File: config.mk
export PLATFORM = sky130hd
export DESIGN_NAME = fsp_sequencer
export DESIGN_NICKNAME = d
export VERILOG_FILES = /design/src/hw/fsp_pkg.sv /design/src/hw/fsp_latch_if.sv /design/src/hw/fsp_latch_mem.sv /design/src/hw/fsp_sequencer.sv
export SDC_FILE = /design/constraint.sdc
export NUM_CORES = 1
export LEC_CHECK = 0
export ABC_AREA = 1
export BUFFER_PORTS_ARGS = -buffer_cell sky130_fd_sc_hd__buf_2
export CAP_MARGIN = 0
export CORE_MARGIN = 3
export CORE_UTILIZATION = 50
export DETAILED_ROUTE_END_ITERATION = 8
export PLACE_DENSITY_LB_ADDON = 0.3
export REMOVE_ABC_BUFFERS = 1
export SKIP_LAST_GASP = 1
export SLEW_MARGIN = 40
export SYNTH_ARGS = -nofsm -noshare
export SYNTH_HDL_FRONTEND = slang
export SYNTH_SLANG_ARGS = --single-unit
export TNS_END_PERCENT = 30
File: constraint.sdc
create_clock -name hclk -period 3.1 [get_ports hclk]
set_clock_uncertainty 0.2 [all_clocks]
set_input_delay 0.62 -clock hclk [delete_from_list [all_inputs] [get_ports hclk]]
set_output_delay 0.62 -clock hclk [all_outputs]
set_load 0.03 [all_outputs]
File: src/hw/fsp_pkg.sv
package fsp_pkg;

  // register byte offsets
  localparam logic [7:0] OFS_ADDR_HIGH = 8'h00;
  localparam logic [7:0] OFS_ADDR_LOW  = 8'h04;
  localparam logic [7:0] OFS_DATA_LOW  = 8'h08;
  localparam logic [7:0] OFS_DATA_HIGH = 8'h0C;
  localparam logic [7:0] OFS_MEM_CTRL  = 8'h10;
  localparam logic [7:0] OFS_UNLOCK    = 8'h14;
  localparam logic [7:0] OFS_PROT_CFG  = 8'h18;

  // mem_control_reg field positions
  localparam int CTL_RD        = 0;
  localparam int CTL_WR        = 1;
  localparam int CTL_WEN       = 2;
  localparam int CTL_FREE      = 4;
  localparam int CTL_LOAD_ONLY = 5;
  localparam int CTL_CFG_SEL   = 6;
  localparam int CTL_PGD       = 7;

  // protection config register field positions
  localparam int PRT_WP_LO = 0;
  localparam int PRT_WP_HI = 1;
  localparam int PRT_CPROT = 2;

  // reset values
  localparam logic [1:0]  WPROT_RESET  = 2'h3;
  localparam logic        CPROT_RESET  = 1'b1;
  localparam logic [13:0] LATCH_ERASED = 14'h3FFF;

  // top address of each protected segment, by protection code
  localparam logic [13:0] PROT_TOP_CODE2 = 14'h01FF;
  localparam logic [13:0] PROT_TOP_CODE1 = 14'h0FFF;
  localparam logic [13:0] PROT_TOP_CODE0 = 14'h1FFF;
  localparam logic [1:0]  WPROT_NONE  = 2'h3;
  localparam logic [1:0]  WPROT_CODE2 = 2'h2;
  localparam logic [1:0]  WPROT_CODE1 = 2'h1;

  // unlock keys
  localparam logic [7:0] UNLOCK_KEY1 = 8'h55;
  localparam logic [7:0] UNLOCK_KEY2 = 8'hAA;

  // latch block
  localparam int NUM_LATCHES = 32;
  localparam int WORD_W      = 14;

  // timing
  localparam int SETUP_CYCLES  = 2;
  localparam int CLK_FREQ_MHZ  = 25;
  localparam int ERASE_TIME_US = 2000;
  localparam int PROG_TIME_US  = 2000;
  localparam int ERASE_CYCLES  = ERASE_TIME_US * CLK_FREQ_MHZ;
  localparam int PROG_CYCLES   = PROG_TIME_US * CLK_FREQ_MHZ;

  typedef enum logic [2:0] {
    ST_IDLE  = 3'b000,
    ST_RD1   = 3'b001,
    ST_RD2   = 3'b010,
    ST_SETUP = 3'b011,
    ST_ERASE = 3'b100,
    ST_WALK  = 3'b101,
    ST_WAIT  = 3'b110
  } fsp_state_t;

  typedef enum logic [1:0] {
    UL_NONE = 2'b00,
    UL_KEY1 = 2'b01,
    UL_ARMED = 2'b10
  } fsp_unlock_t;

endpackage

File: src/hw/fsp_latch_if.sv
`timescale 1ns/10ps
`default_nettype none
interface fsp_latch_if #(
  parameter int DEPTH = 32,
  parameter int WIDTH = 14
);
  logic                     wr_en;
  logic [$clog2(DEPTH)-1:0] wr_idx;
  logic [WIDTH-1:0]         wr_data;
  logic [$clog2(DEPTH)-1:0] rd_idx;
  logic [WIDTH-1:0]         rd_data;

  modport ctrl (output wr_en, output wr_idx, output wr_data,
                output rd_idx, input rd_data);
  modport mem  (input wr_en, input wr_idx, input wr_data,
                input rd_idx, output rd_data);
endinterface
`default_nettype wire

File: src/hw/fsp_latch_mem.sv
`timescale 1ns/10ps
`default_nettype none
module fsp_latch_mem #(
  parameter int DEPTH = 32,
  parameter int WIDTH = 14
) (
  input wire logic   hclk,
  input wire logic   hresetn,
  fsp_latch_if.mem   lat
);
  logic [WIDTH-1:0] mem_q [DEPTH];

  // write latches, all-ones after reset
  always_ff @(posedge hclk or negedge hresetn) begin
    if (!hresetn) begin
      for (int i = 0; i < DEPTH; i++) begin
        mem_q[i] <= fsp_pkg::LATCH_ERASED;
      end
    end else if (lat.wr_en) begin
      mem_q[lat.wr_idx] <= lat.wr_data;
    end
  end

  always_ff @(posedge hclk or negedge hresetn) begin
    if (!hresetn) begin
      lat.rd_data <= fsp_pkg::LATCH_ERASED;
    end else begin
      lat.rd_data <= mem_q[lat.rd_idx];
    end
  end
endmodule // fsp_latch_mem
`default_nettype wire

File: src/hw/fsp_sequencer.sv
`timescale 1ns/10ps
`default_nettype none
// Functional notes
// - flash read steals the second cycle after the read strobe
// - read data lands in data pair next cycle and holds
// - self-reads work whatever the code-protect setting
// - erase is row-only, needs program select, erase select, write enable
// - erase or write starts only after 55h, AAh, then write strobe
// - erase select bit clears when the row erase finishes
// - two set-up cycles after the write strobe for an erase
// - core stalls for the erase time, clocks keep running
// - execution resumes at third instruction after the strobe
// - program write never erases anything itself
// - one write commits the aligned 32-latch block, never crossing it
// - every latch returns to 3FFF after a program write
// - latch-load-only strobe just copies data into addressed latch
// - latch loads do not stall the core
// - commit strobe loads last latch then programs whole block
// - two set-up cycles after the write strobe for a write
// - core stalls only during the commit, for the program time
// - write strobe cannot be set unless write enable already set
// - strobes are set-only; hardware clears them at completion
// - erase or write only outside the write-protected segment
module fsp_sequencer #(
  parameter int unsigned ERASE_CYCLES = fsp_pkg::ERASE_CYCLES,
  parameter int unsigned PROG_CYCLES  = fsp_pkg::PROG_CYCLES
) (
  input  wire logic        hclk,
  input  wire logic        hresetn,
  input  wire logic        hsel,
  input  wire logic [31:0] haddr,
  input  wire logic [1:0]  htrans,
  input  wire logic        hwrite,
  input  wire logic [2:0]  hsize,
  input  wire logic [31:0] hwdata,
  input  wire logic        hready,
  output logic             hreadyout,
  output logic             hresp,
  output logic [31:0]      hrdata,
  output logic             cpu_stall,
  output logic [13:0]      flash_addr,
  output logic             flash_rd,
  input  wire logic [13:0] flash_rdata,
  output logic             flash_erase,
  output logic             flash_prog,
  output logic [13:0]      flash_wdata
);
  localparam int IW = $clog2(fsp_pkg::NUM_LATCHES);

  fsp_latch_if #(.DEPTH(fsp_pkg::NUM_LATCHES), .WIDTH(fsp_pkg::WORD_W)) lat ();

  fsp_latch_mem #(.DEPTH(fsp_pkg::NUM_LATCHES), .WIDTH(fsp_pkg::WORD_W))
    u_latches (
      .hclk    (hclk),
      .hresetn (hresetn),
      .lat     (lat)
    );

  logic [5:0]          addr_high_q;
  logic [7:0]          addr_low_q;
  logic [7:0]          data_low_q;
  logic [5:0]          data_high_q;
  logic                rd_q;
  logic                wr_q;
  logic                wen_q;
  logic                free_q;
  logic                load_only_q;
  logic                cfg_sel_q;
  logic                pgd_q;
  logic [1:0]          wprot_q;
  logic                cprot_q;
  fsp_pkg::fsp_unlock_t unlock_q;
  fsp_pkg::fsp_state_t  state_q;
  logic [31:0]         cnt_q;
  logic [IW:0]         idx_q;
  logic                wpend_q;
  logic                rpend_q;
  logic [7:0]          ofs_q;

  logic                acc;
  logic                wsel_ctrl;
  logic                prot_hit;
  logic                wr_req;
  logic                rd_req;
  logic                idle;
  logic [13:0]         target;
  logic [31:0]         rd_mux;
  logic [7:0]          ctrl_rd;

  assign acc       = hsel && htrans[1] && hready;
  assign idle      = (state_q == fsp_pkg::ST_IDLE);
  assign target    = {addr_high_q, addr_low_q};
  assign wsel_ctrl = wpend_q && (ofs_q == fsp_pkg::OFS_MEM_CTRL);

  // write-protected segment check
  always_comb begin
    case (wprot_q)
      fsp_pkg::WPROT_NONE:  prot_hit = 1'b0;
      fsp_pkg::WPROT_CODE2: prot_hit = (target <= fsp_pkg::PROT_TOP_CODE2);
      fsp_pkg::WPROT_CODE1: prot_hit = (target <= fsp_pkg::PROT_TOP_CODE1);
      default:              prot_hit = (target <= fsp_pkg::PROT_TOP_CODE0);
    endcase
  end

  // strobe acceptance
  assign wr_req = wsel_ctrl && hwdata[fsp_pkg::CTL_WR] && idle && !wr_q
                  && (unlock_q == fsp_pkg::UL_ARMED)
                  && wen_q
                  && pgd_q && !cfg_sel_q
                  && !prot_hit;
  // code protect is not consulted for reads
  assign rd_req = wsel_ctrl && hwdata[fsp_pkg::CTL_RD] && idle && !rd_q
                  && !wr_req;

  // ahb-lite address and data phase tracking
  always_ff @(posedge hclk or negedge hresetn) begin
    if (!hresetn) begin
      wpend_q <= 1'b0;
      rpend_q <= 1'b0;
      ofs_q   <= 8'h00;
    end else begin
      wpend_q <= acc && hwrite;
      rpend_q <= acc && !hwrite;
      if (acc) begin
        ofs_q <= haddr[7:0];
      end
    end
  end

  // read data mux
  always_comb begin
    ctrl_rd = 8'h00;
    ctrl_rd[fsp_pkg::CTL_RD]   = rd_q;
    ctrl_rd[fsp_pkg::CTL_WR]   = wr_q;
    ctrl_rd[fsp_pkg::CTL_WEN]       = wen_q;
    ctrl_rd[fsp_pkg::CTL_FREE]      = free_q;
    ctrl_rd[fsp_pkg::CTL_LOAD_ONLY] = load_only_q;
    ctrl_rd[fsp_pkg::CTL_CFG_SEL]   = cfg_sel_q;
    ctrl_rd[fsp_pkg::CTL_PGD]  = pgd_q;
    case (ofs_q)
      fsp_pkg::OFS_ADDR_HIGH: rd_mux = {26'h000_0000, addr_high_q};
      fsp_pkg::OFS_ADDR_LOW:  rd_mux = {24'h00_0000, addr_low_q};
      fsp_pkg::OFS_DATA_LOW:  rd_mux = {24'h00_0000, data_low_q};
      fsp_pkg::OFS_DATA_HIGH: rd_mux = {26'h000_0000, data_high_q};
      fsp_pkg::OFS_MEM_CTRL:  rd_mux = {24'h00_0000, ctrl_rd};
      fsp_pkg::OFS_PROT_CFG:  rd_mux = {29'h0000_0000, cprot_q, wprot_q};
      default:                rd_mux = 32'h0000_0000;
    endcase
  end

  // reads take one wait state so a preceding write is always visible
  always_ff @(posedge hclk or negedge hresetn) begin
    if (!hresetn) begin
      hreadyout <= 1'b1;
      hrdata    <= 32'h0000_0000;
      hresp     <= 1'b0;
    end else begin
      hresp <= 1'b0;
      if (acc && !hwrite) begin
        hreadyout <= 1'b0;
      end else begin
        hreadyout <= 1'b1;
      end
      if (rpend_q) begin
        hrdata <= rd_mux;
      end
    end
  end

  // unlock sequence detector
  always_ff @(posedge hclk or negedge hresetn) begin
    if (!hresetn) begin
      unlock_q <= fsp_pkg::UL_NONE;
    end else if (wpend_q) begin
      if (ofs_q == fsp_pkg::OFS_UNLOCK
          && hwdata[7:0] == fsp_pkg::UNLOCK_KEY1) begin
        unlock_q <= fsp_pkg::UL_KEY1;
      end else if (ofs_q == fsp_pkg::OFS_UNLOCK
                   && hwdata[7:0] == fsp_pkg::UNLOCK_KEY2
                   && unlock_q == fsp_pkg::UL_KEY1) begin
        unlock_q <= fsp_pkg::UL_ARMED;
      end else begin
        unlock_q <= fsp_pkg::UL_NONE;
      end
    end
  end

  // address pair
  always_ff @(posedge hclk or negedge hresetn) begin
    if (!hresetn) begin
      addr_high_q <= 6'h00;
      addr_low_q  <= 8'h00;
    end else if (wpend_q) begin
      if (ofs_q == fsp_pkg::OFS_ADDR_HIGH) begin
        addr_high_q <= hwdata[5:0];
      end
      if (ofs_q == fsp_pkg::OFS_ADDR_LOW) begin
        addr_low_q <= hwdata[7:0];
      end
    end
  end

  // data pair: read capture wins over a simultaneous software write
  always_ff @(posedge hclk or negedge hresetn) begin
    if (!hresetn) begin
      data_low_q  <= 8'h00;
      data_high_q <= 6'h00;
    end else if (state_q == fsp_pkg::ST_RD2) begin
      data_low_q  <= flash_rdata[7:0];
      data_high_q <= flash_rdata[13:8];
    end else if (wpend_q) begin
      if (ofs_q == fsp_pkg::OFS_DATA_LOW) begin
        data_low_q <= hwdata[7:0];
      end
      if (ofs_q == fsp_pkg::OFS_DATA_HIGH) begin
        data_high_q <= hwdata[5:0];
      end
    end
  end

  // protection configuration
  always_ff @(posedge hclk or negedge hresetn) begin
    if (!hresetn) begin
      wprot_q <= fsp_pkg::WPROT_RESET;
      cprot_q <= fsp_pkg::CPROT_RESET;
    end else if (wpend_q && ofs_q == fsp_pkg::OFS_PROT_CFG) begin
      wprot_q <= hwdata[fsp_pkg::PRT_WP_HI:fsp_pkg::PRT_WP_LO];
      cprot_q <= hwdata[fsp_pkg::PRT_CPROT];
    end
  end

  // mode bits; frozen while an operation runs, except write enable
  always_ff @(posedge hclk or negedge hresetn) begin
    if (!hresetn) begin
      wen_q       <= 1'b0;
      free_q      <= 1'b0;
      load_only_q <= 1'b0;
      cfg_sel_q   <= 1'b0;
      pgd_q       <= 1'b0;
    end else begin
      if (wsel_ctrl) begin
        wen_q <= hwdata[fsp_pkg::CTL_WEN];
      end
      if (state_q == fsp_pkg::ST_ERASE && cnt_q == 32'h0000_0000) begin
        free_q <= 1'b0;
      end else if (wsel_ctrl && idle && !wr_q) begin
        free_q <= hwdata[fsp_pkg::CTL_FREE];
      end
      if (wsel_ctrl && idle && !wr_q && !rd_q) begin
        load_only_q <= hwdata[fsp_pkg::CTL_LOAD_ONLY];
        cfg_sel_q   <= hwdata[fsp_pkg::CTL_CFG_SEL];
        pgd_q       <= hwdata[fsp_pkg::CTL_PGD];
      end
    end
  end

  // latch port: load addressed latch on strobe, reset latches on walk
  always_comb begin
    lat.wr_en   = 1'b0;
    lat.wr_idx  = addr_low_q[IW-1:0];
    lat.wr_data = {data_high_q, data_low_q};
    lat.rd_idx  = idx_q[IW-1:0];
    if (idle && wr_req && !free_q) begin
      lat.wr_en = 1'b1;
    end else if (state_q == fsp_pkg::ST_WALK && idx_q != '0) begin
      lat.wr_en   = 1'b1;
      lat.wr_idx  = IW'(idx_q - 1'b1);
      lat.wr_data = fsp_pkg::LATCH_ERASED;
    end
  end

  // sequencer
  always_ff @(posedge hclk or negedge hresetn) begin
    if (!hresetn) begin
      state_q     <= fsp_pkg::ST_IDLE;
      rd_q        <= 1'b0;
      wr_q        <= 1'b0;
      cnt_q       <= 32'h0000_0000;
      idx_q       <= '0;
      cpu_stall   <= 1'b0;
      flash_addr  <= 14'h0000;
      flash_rd    <= 1'b0;
      flash_erase <= 1'b0;
      flash_prog  <= 1'b0;
      flash_wdata <= fsp_pkg::LATCH_ERASED;
    end else begin
      flash_rd    <= 1'b0;
      flash_erase <= 1'b0;
      flash_prog  <= 1'b0;
      case (state_q)
        fsp_pkg::ST_IDLE: begin
          if (wr_req) begin
            wr_q    <= 1'b1;
            cnt_q   <= 32'(fsp_pkg::SETUP_CYCLES - 1);
            state_q <= fsp_pkg::ST_SETUP;
          end else if (rd_req) begin
            rd_q    <= 1'b1;
            state_q <= fsp_pkg::ST_RD1;
          end
        end
        fsp_pkg::ST_RD1: begin
          cpu_stall  <= 1'b1;
          flash_rd   <= 1'b1;
          flash_addr <= target;
          state_q    <= fsp_pkg::ST_RD2;
        end
        fsp_pkg::ST_RD2: begin
          cpu_stall <= 1'b0;
          rd_q      <= 1'b0;
          state_q   <= fsp_pkg::ST_IDLE;
        end
        fsp_pkg::ST_SETUP: begin
          if (cnt_q != 32'h0000_0000) begin
            cnt_q <= cnt_q - 32'h0000_0001;
          end else if (free_q) begin
            cpu_stall   <= 1'b1;
            flash_erase <= 1'b1;
            flash_addr  <= {target[13:IW], {IW{1'b0}}};
            cnt_q       <= ERASE_CYCLES - 1;
            state_q     <= fsp_pkg::ST_ERASE;
          end else if (load_only_q) begin
            wr_q    <= 1'b0;
            state_q <= fsp_pkg::ST_IDLE;
          end else begin
            cpu_stall <= 1'b1;
            idx_q     <= '0;
            cnt_q     <= PROG_CYCLES - 1;
            state_q   <= fsp_pkg::ST_WALK;
          end
        end
        fsp_pkg::ST_ERASE: begin
          if (cnt_q != 32'h0000_0000) begin
            cnt_q <= cnt_q - 32'h0000_0001;
          end else begin
            cpu_stall <= 1'b0;
            wr_q      <= 1'b0;
            state_q   <= fsp_pkg::ST_IDLE;
          end
        end
        fsp_pkg::ST_WALK: begin
          // programs latch contents only; no erase is issued
          cnt_q <= cnt_q - 32'h0000_0001;
          idx_q <= idx_q + 1'b1;
          if (idx_q != '0) begin
            flash_prog  <= 1'b1;
            flash_wdata <= lat.rd_data;
            flash_addr  <= {target[13:IW], IW'(idx_q - 1'b1)};
          end
          if (idx_q == (IW+1)'(fsp_pkg::NUM_LATCHES)) begin
            state_q <= fsp_pkg::ST_WAIT;
          end
        end
        fsp_pkg::ST_WAIT: begin
          if (cnt_q != 32'h0000_0000) begin
            cnt_q <= cnt_q - 32'h0000_0001;
          end else begin
            cpu_stall <= 1'b0;
            wr_q      <= 1'b0;
            state_q   <= fsp_pkg::ST_IDLE;
          end
        end
        default: begin
          state_q <= fsp_pkg::ST_IDLE;
        end
      endcase
    end
  end
endmodule // fsp_sequencer
`default_nettype wire

-- After elaboration in Yosys (flattened, before gate mapping)
Index checks and enable logic that the tools add are counted.
- bits in registers: 618
- input port bits: 88
- output and inout port bits: 66
- add/sub/neg operators: 3
- magnitude comparators: 6
- equal/unequal tests: 35
- multiplexer cells: 66
- bitwise gates (word level): 2
- reductions and logical operators: 64
- operators with widths (operator ; number):
    448-bit bitwise mux ; 1
    32-bit 2-to-1 mux ; 5
    32-bit case mux with 4 select lines ; 1
    14-bit 2-to-1 mux ; 8
    14-bit binary-select mux with 5-bit select ; 1
    14-bit demux with 5-bit select ; 1
    8-bit case mux with 6 select lines ; 1
    14-bit case mux with 3 select lines ; 1
    6-bit 2-to-1 mux ; 6
    32-bit logical NOT ; 1
    32-bit nonzero test ; 1
    32-bit by 1-bit subtractor with 32-bit output, second input constant ; 1
    1-bit logical AND ; 29
    8-bit by 5-bit equality test with 1-bit output, second input constant ; 3
    8-bit 2-to-1 mux ; 3
    1-bit 2-to-1 mux ; 21
    3-bit 2-to-1 mux ; 7
    4-bit AND reduction ; 5
    2-bit != test, second input constant ; 9
    8-bit by 4-bit equality test with 1-bit output, second input constant ; 2
    3-bit case mux with 5 select lines ; 1
    14-bit by 12-bit <= comparator with 1-bit output, second input constant ; 1
    14-bit by 13-bit <= comparator with 1-bit output, second input constant ; 1
    14-bit by 9-bit <= comparator with 1-bit output, second input constant ; 1
    34 further kinds ; 65

-- Longest topological paths before layout
Gate-level depths: netlist of run 1.
- depth in word-level cells: 19
- depth in mapped cells: 16

-- Cells and area by module
Synthesis of run 1 repeated with hierarchy kept, for this count alone.
- cells, all modules: 3590
- area total of the unflattened synthesis: 28924.0 µm²
- by module, submodules not included (module ; times used ; cells each ; area an instance (µm²) ; sequential area each (µm²)):
    fsp_latch_mem ; 1 ; 2597 ; 21415.5 ; 12139.1
    fsp_sequencer ; 1 ; 993 ; 7508.5 ; 3325.7

-- Worst setup path after synthesis of run 1
Ideal clock, no wire load.
- kind: register -> register
- start point: reg idx_q[0]
- end point: reg u_latches.mem_q[213] in the netlist's numbering
- arrival: 2.683 ns
- setup slack: 0.141 ns
- stages on the path, launching flop included: 17
- buffers on the path: 5
- path through: dfrtp_1 > inv_1 > buf_2 > clkbuf_1 > clkbuf_1 > ha_1 > nand3_2 > nand2_4 > buf_6 > nand2_1 > o21ai_4 > nand3_4 > nor2_4 > nand2_2 > buf_2 > nand2_1 > nand2_1
- longest elaborated chain between the ends: 10
- elaborated cells on any way between the ends: 16
- those cells by class: add/sub: 1; order compare: 2; mux: 9; bitwise: 1; reduce/logical: 3
- RTL lines (item ; RTL line ; text):
    start: declaration ; fsp_sequencer.sv:75 ; logic [IW:0] idx_q;
    start signal: assignment ; fsp_sequencer.sv:343 ; idx_q <= idx_q + 1'b1;
    branches (longest 10 deep; another with 6-bit greater-or-equal comparator) ; n/a ;
    end signal: indexed assignment ; fsp_latch_mem.sv:17 ; mem_q[i] <= fsp_pkg::LATCH_ERASED;
    end signal: indexed assignment ; fsp_latch_mem.sv:20 ; mem_q[lat.wr_idx] <= lat.wr_data;
    end: declaration ; fsp_latch_mem.sv:11 ; logic [WIDTH-1:0] mem_q [DEPTH];
Parallel ways; which one is timed is not known.
A chain may end at the register's enable or synchronous reset.

-- Worst setup path after layout of run 1
- start point: reg idx_q[0]
- end point: reg u_latches.mem_q[320] in the netlist's numbering
Same word-level chain as after synthesis.

==> key figures, run 1 <==
Synthesis
  – Mapped cell area: between 0.03 and 0.04 mm^2
  – Synth top cells by count: nand2_1 (1,409), nand3_1 (533), dfstp_2 (480), nor2_1 (390), o21ai_0 (341)
  – Synth Register Bits: between 500 and 600
  – Synth async-reset ratio: 100%
  – Sequential share of the synthesized area: approximately 50%
  – Post-synth top area share: 40.6%
  – Average cell area after synthesis: 7.76 um^2
  – EDFF count, synth: 0
  – Post-synth top area cell: dfstp_2
  – YS warnings: 0
  – Ranking of synthesized cells by area: dfstp_2 (41%), nand2_1 (17%), dfrtp_1 (9.2%)
  – Post-synthesis cell count: about 4,000
  – Most frequent cell after synthesis: nand2_1
  – Synth Flop Type: dfstp_2
  – Post-synth cell types: 44

Floorplan
  – DIE HEIGHT: between 200 and 300 um
  – Initial core utilization: between 50% and 60%
  – Core box area: ~0.061 mm^2
  – Die Wd: roughly 260 um
  – Top Ports: roughly 150
  – Die footprint: 0.0652 mm^2
  – Row count: 90

GRT
  – Global-route wire length before repair: ~150,000 um
  – Initial antenna violation count: 0
  – Largest net degree at the start of global routing: approximately 140
  – GR Util All Layers: 29.3%
  – Vias in the first global route: between 20,000 and 30,000
  – Congestion Overflow GR: 0

Clock network
  – CTS clock-pin slew for the worst setup and hold paths: ~0.060 ns
  – # H-tree levels: 3
  – TritonCTS Sinks: around 590
  – CTS tree: yes
  – Clock latency on the worst-skew pair: between 0.6 and 0.7 ns
  – Clock buffer count from CTS: between 60 and 70
  – Clock Path Buffers: 3
  – Post-CTS setup buffer count: 0
  – Clk root buf: clkbuf_16

Timing
  – Unrepaired setup endpoints after global routing: false
  – Maximum clock rate: between 300 and 400 MHz
  – Final setup viols: 0
  – Slew headroom: 47.5%
  – Worst slew pin tran: roughly 0.79 ns
  – Hold WS: 0.0690 ns
  – Max Slew Vio Count: 0
  – Final hold vios: 0
  – Tcrit/Tclk final: between 90% and 100%
  – Final min period: 2.92 ns

Detailed routing
  – WL/cell: approximately 20 um
  – Wirelength, routed: ~95,000 um
  – DRT antenna net count: 0
  – Initial DRT Pass Iterations: 6
  – Via density: around 5.7
  – DRC: 0
  – Number of DRC markers in iteration 0: 3,178
  – Via count of the routed design: ~28,000

Hold path
  – Hold path start: flash_rdata[4]
  – Hold Path Sink: data_low_q[4]$_DFFE_PN0P_
  – WHS Path Cells: 3
  – Type of the tightest min-delay check: input pin to flip-flop

Power
  – Leakage dissipation: between 15 and 20 nW
  – Max rail drop VDD: roughly 0.45 mV
  – Tot Pwr: around 16 mW
  – Pwr/cell area: around 480 mW/mm^2

Finish
  – Area Growth Syn to Fin: 11.2%
  – ANT cells: 0
  – Final instance area: about 0.035 mm^2
  – Final net count: 4,096
  – Layout cells sized above 1: a little under a quarter

Run
  – Max-cap check violation count: 0

Critical path
  – WS Path Type: flip-flop to flip-flop
  – Critical Path Source Type: flip-flop
  – Critical Path RT: 3.44 ns
  – Worst path max stage delay: approximately 0.55 ns
  – CP Capture Type: flip-flop
  – R2R Path End: u_latches.mem_q[320]$_DFFE_PN1P_
  – R2r startpoint: idx_q[0]$_DFFE_PN0P_
  – Critical-path top delay cell: dfrtp_4
  – CP cell instances: inv_6 > ha_1 > nand3_2 > nand2_4 > nand2_1 > o21ai_2 > nand2_4 > nor2_4 > buf_4 > nand3_1 > nand2_1
  – R2r setup slk: roughly 0.18 ns
  – Crit path arrival time: 3.26 ns
  – Reg2Reg Depth: 11
  – Crit Path Max Fanout: 22

Place
  – PortBufs: 76
  – Placed inst area: ~0.032 mm^2
  – RePlAce Congestion: 0.927
  – HPWL Detailed: between 50,000 and 60,000 um

Run status
  – Outcome: completed
[report_power, final]
group,switching [mW],internal [mW]
registers,0.0177,7.81
clock network,3.27,5.04
logic,0.275,0.0615
total,3.56,12.9
[worst max-delay path: cells and delay by family (launching register included)]
family / cells / cell delay, ns
AO/OA/AOI/OAI: 1 / 0.16
AND/OR/NAND/NOR: 7 / 1.38
adder cells (fa/ha/maj): 1 / 0.19
flip-flops: 1 / 0.55
buffers and inverters: 2 / 0.36
[kinds of logic (layout without fill, tap and decap cells)]
logic type,after synthesis,after routing,share of synthesized area [%]
buf+inv,412,436,6.55
xor+xnor,13,13,0.366
fa+ha+maj,4,4,0.161
other cells,1,25,0.0121
simple gates,2486,2486,34.6
compound gates,495,495,8.57
flops,594,594,49.8
[per-stage QoR]
| step | TNS [ns] | setup WS [ns] | util [%] | std cells |
|---|---|---|---|---|
| 4_1_cts | 0 | 0.203 | 56.7 | 4881 |
| 3_5_place_dp | 0 | 0.230 | 52.9 | 4762 |
| 2_1_floorplan | -7094.23 | -15.45 | - | 3723 |
| 6_report | 0 | 0.178 | 56.7 | 4881 |
| 5_1_grt | 0 | 0.0359 | 56.7 | 4881 |
| 3_3_place_gp | 0 | 0.239 | 52.9 | 4762 |
[registers in the layout, indices dropped and copies added (netlist names), 3 cells and up]
register	cells
addr_high_q	6
addr_low_q	8
cnt_q	32
data_high_q	6
data_low_q	8
flash_addr	14
flash_wdata	14
hrdata	8
idx_q	6
ofs_q	8
state_q	3
u_latches.lat.rd_data	14
u_latches.mem_q	448
[area by class of cell]
class                           instances  area (um^2)
Clock buffer                          102         2080
Sequential cell                       594        15500
Clock inverter                         15          206
Multi-Input combinational cell       3023        13700
Inverter                              106          403
Tap cell                              828         1040
Fill cell                            5593        26400
Timing Repair Buffer                  213         1650
[what timing repair did]
item / CTS / global route
hold buffers: 2 / 0
hold endpoints to repair: 2 / 0
resized for setup: 0 / 1
setup endpoints to repair: 0 / 72
[placed cells by master (no fill, tap or decap), types with 3 or more instances in the layout]
cell type	count
xnor2_1	3
clkbuf_1	13
nand3_4	8
o21ai_0	341
nor3_1	10
bufinv_16	5
dfstp_2	480
clkbuf_8	17
nor4_1	6
o211ai_1	10
or2_4	8
nor2_4	33
inv_2	6
buf_2	75
clkinv_2	8
nand2_4	16
nand2_1	1406
dfrtp_1	112
conb_1	25
xor2_1	10
buf_4	117
a22oi_1	3
o21bai_1	5
nor2_2	6
nand4_1	37
clkbuf_16	72
nand2_2	29
nor2_1	387
inv_1	97
buf_12	18
nand3_1	533
ha_1	4
o22ai_1	84
a21oi_1	44
[routing by layer]
metal / up-vias / part of all wire, % / global-route usage [%]
met5: - / 0 / 0
met4: 0 / 4.4 / 12.0
met3: 236 / 8.0 / 4.81
met2: 1212 / 45 / 46.1
met1: 13400 / 42 / 40.6
li1: 13000 / - / -
[worst max path at each step]
stage | endpoint | startpoint | slack, ns | depth (start not counted)
detailed placement | u_latches.mem_q[113]$_DFFE_PN1P_ | idx_q[0]$_DFFE_PN0P_ | 0.23 | 12
global placement | u_latches.mem_q[382]$_DFFE_PN1P_ | idx_q[0]$_DFFE_PN0P_ | 0.24 | 9
floorplan | u_latches.mem_q[0]$_DFFE_PN1P_ | idx_q[0]$_DFFE_PN0P_ | -15.45 | 8
finish | u_latches.mem_q[320]$_DFFE_PN1P_ | idx_q[0]$_DFFE_PN0P_ | 0.18 | 11
global route | u_latches.mem_q[381]$_DFFE_PN1P_ | idx_q[0]$_DFFE_PN0P_ | 0.04 | 11
CTS | u_latches.mem_q[264]$_DFFE_PN1P_ | ofs_q[7]$_DFFE_PN0P_ | 0.20 | 12
Power figures use the tool's default switching activity.
==> run 2: changes to the inputs <==
Settings changed: CORE_ASPECT_RATIO from default to 1.1, CORE_UTILIZATION 50 to 25.
==> run 2 against run 1 <==
Against the previous run:
- flip-flop and latch count unchanged
- wire length increased by 15%
- sequential share of layout area decreased by 1.8 points
- non-clock buffer count increased by 20
- via count decreased by 1.5%
- maximum frequency increased by 0.84%
- count of clock-buffer cells in the layout decreased by 3
- highest routed layer is now met5
==> key figures, run 2 (synthesis gave the netlist of run 1 again) <==
Hold path
  – Type of the tightest min-delay check: input pin to flip-flop
  – Hold path start: haddr[1]
  – WHS Path Cells: 3
  – Hold Path Sink: ofs_q[1]$_DFFE_PN0P_

Finish
  – Area Growth Syn to Fin: 16.0%
  – Final net count: a little over 4,000
  – Layout cells sized above 1: between 20% and 30%
  – Register Area: roughly 0.015 mm^2
  – Fin util: just under 30%
  – Largest Register: u_latches.mem_q
  – Commonest non-fill, non-tap cell in the layout: nand2_1
  – Multi-input logic area: roughly 0.014 mm^2
  – Fill count: around 13,000
  – Max FFs per register: roughly 450
  – Most frequent cells in the layout: nand2_1 (1,408), nand3_1 (533), dfstp_2 (480)
  – Top Registers: u_latches.mem_q x448, cnt_q x32

Detailed routing
  – Via density: around 4.8
  – DRT antenna net count: 0
  – DRC: 0
  – DR WL met2: 49,700 um
  – Initial DRT Pass Iterations: 6
  – Met1 WL: slightly below 50,000 um
  – Highest Signal Layer: met5
  – WL/cell: about 19 um
  – Met3 Wirelength: 6440 um
  – Wirelength, routed: around 110,000 um
  – Via count of the routed design: 27,400
  – Number of DRC markers in iteration 0: 2,636

Critical path
  – Critical-path top delay cell: dfrtp_4
  – Crit Path Max Fanout: 58
  – CP cell instances: inv_2 > buf_12 > nand3_1 > inv_1 > nand2_1 > nand2_1 > nand2_1 > nand2_2 > nand3_4 > nor2_4 > buf_4 > nand3_1 > nand2_1
  – Crit path arrival time: between 3 and 4 ns
  – R2r startpoint: idx_q[1]$_DFFE_PN0P_
  – CP Capture Type: flip-flop
  – R2r setup slk: around 0.20 ns
  – R2R Path End: u_latches.mem_q[373]$_DFFE_PN1P_
  – Critical Path Source Type: flip-flop
  – Worst path max stage delay: about 0.49 ns
  – Critical Path RT: 3.49 ns
  – WS Path Type: flip-flop to flip-flop
  – CP most frequent cell: nand2_1
  – Reg2Reg Depth: 13

Clock network
  – Clock Path Buffers: 3
  – CTS tree: yes
  – Clock latency on the worst-skew pair: approximately 0.65 ns
  – Clock buffer count from CTS: roughly 70
  – # H-tree levels: 3
  – TritonCTS Sinks: a little under 600
  – CTS clock-pin slew for the worst setup and hold paths: approximately 0.060 ns
  – Clk root buf: clkbuf_16

GRT
  – Global-route wire length before repair: 166,000 um
  – Vias in the first global route: 26,300
  – Initial antenna violation count: 6
  – GR Util All Layers: about 17%
  – Largest net degree at the start of global routing: 143
  – Congestion Overflow GR: 0

Timing
  – Setup TNS: 0 ns
  – Unrepaired setup endpoints after global routing: false
  – Final hold vios: 0
  – Maximum clock rate: between 300 and 400 MHz
  – Slew headroom: 45.5%
  – Worst slew pin tran: 0.817 ns
  – Final setup viols: 0
  – Hold WS: 0.0384 ns
  – Final min period: between 2 and 3 ns
  – Max Slew Vio Count: 0
  – Tcrit/Tclk final: between 90 and 100%

Floorplan
  – Initial core utilization: 25.2%
  – Die footprint: 0.129 mm^2
  – Row count: 135
  – DIE HEIGHT: 376 um
  – Top Ports: 154
  – Core box area: approximately 0.12 mm^2
  – Die Wd: roughly 340 um

Place
  – RePlAce Congestion: between 0.8 and 0.9
  – PortBufs: between 70 and 80
  – HPWL Detailed: between 60,000 and 70,000 um

Power
  – Tot Pwr: 17.3 mW
  – Pwr/cell area: between 400 and 500 mW/mm^2
  – Max rail drop VDD: 0.340 mV
  – Leakage dissipation: ~17 nW

Run status
  – Outcome: completed

Run
  – Max-cap check violation count: 0
-- run 2: cell types whose count changed in the layout (fill, tap and decap cells not counted), moves of 3 or more --
cell / delta
nand2_2: -4
clkbuf_8: -4
buf_4: +12
or2_4: -8
clkinv_2: +3
dlygate4sd3_1: +4
or2_2: +8
buf_12: +4
bufinv_16: +4
-- run 2: metal layers --
| layer | up-vias | track usage, % |
|---|---|---|
| li1 | 13000 | - |
| met1 | 13400 | 22.8 |
| met3 | 174 | 2.80 |
| met4 | 4 | 5.81 |
| met5 | - | 0 |
| met2 | 775 | 26.4 |
-- run 2: timing repair --
action                     4_1_cts  5_1_grt
gates resized for setup          0        3
buffers inserted                 0        0
hold endpoints to repair        19        0
hold buffers                     6        0
setup endpoints to repair        0       35
-- run 2: metrics by stage --
step	setup WS [ns]	std cells	area (um^2)
finish	0.202	5730	36000
global route	0.0115	5729	36000
CTS	0.141	5729	36000
detailed placement	0.168	5594	33400
global placement	0.181	5594	33400
floorplan	-15.45	3723	29500
-- run 2: worst max-delay path by stage --
stage / startpoint / to / slack [ns]
global placement: idx_q[0]$_DFFE_PN0P_ / u_latches.mem_q[254]$_DFFE_PN1P_ / 0.18
global route: idx_q[1]$_DFFE_PN0P_ / u_latches.mem_q[269]$_DFFE_PN1P_ / 0.01
detailed placement: idx_q[0]$_DFFE_PN0P_ / u_latches.mem_q[256]$_DFFE_PN1P_ / 0.17
finish: idx_q[1]$_DFFE_PN0P_ / u_latches.mem_q[373]$_DFFE_PN1P_ / 0.20
CTS: idx_q[1]$_DFFE_PN0P_ / u_latches.mem_q[251]$_DFFE_PN1P_ / 0.14
floorplan: idx_q[0]$_DFFE_PN0P_ / u_latches.mem_q[0]$_DFFE_PN1P_ / -15.45
-- run 2: cell type report --
type,instances,share of cell area (%)
flip-flops and latches,594,42.9
clock inverters,30,1.36
clock buffers,99,5.70
diodes,1,0.00694
inverters,106,1.12
well taps,1644,5.71
multi-input cells,3023,38.0
repair buffers,233,5.16
-- run 2: critical path, delay by kind of cell (launching register included) --
| family | cells | cell delay (ns) |
|---|---|---|
| simple gates | 9 | 1.30 |
| flops | 1 | 0.49 |
| buf+inv | 4 | 0.83 |
-- run 2: power breakdown --
part / total [mW] / leakage, nW / internal (mW) / switching [mW]
logic: 0.355 / 9.16 / 0.0688 / 0.287
clock network: 9.14 / 1.24 / 5.45 / 3.69
registers: 7.83 / 6.31 / 7.81 / 0.0168
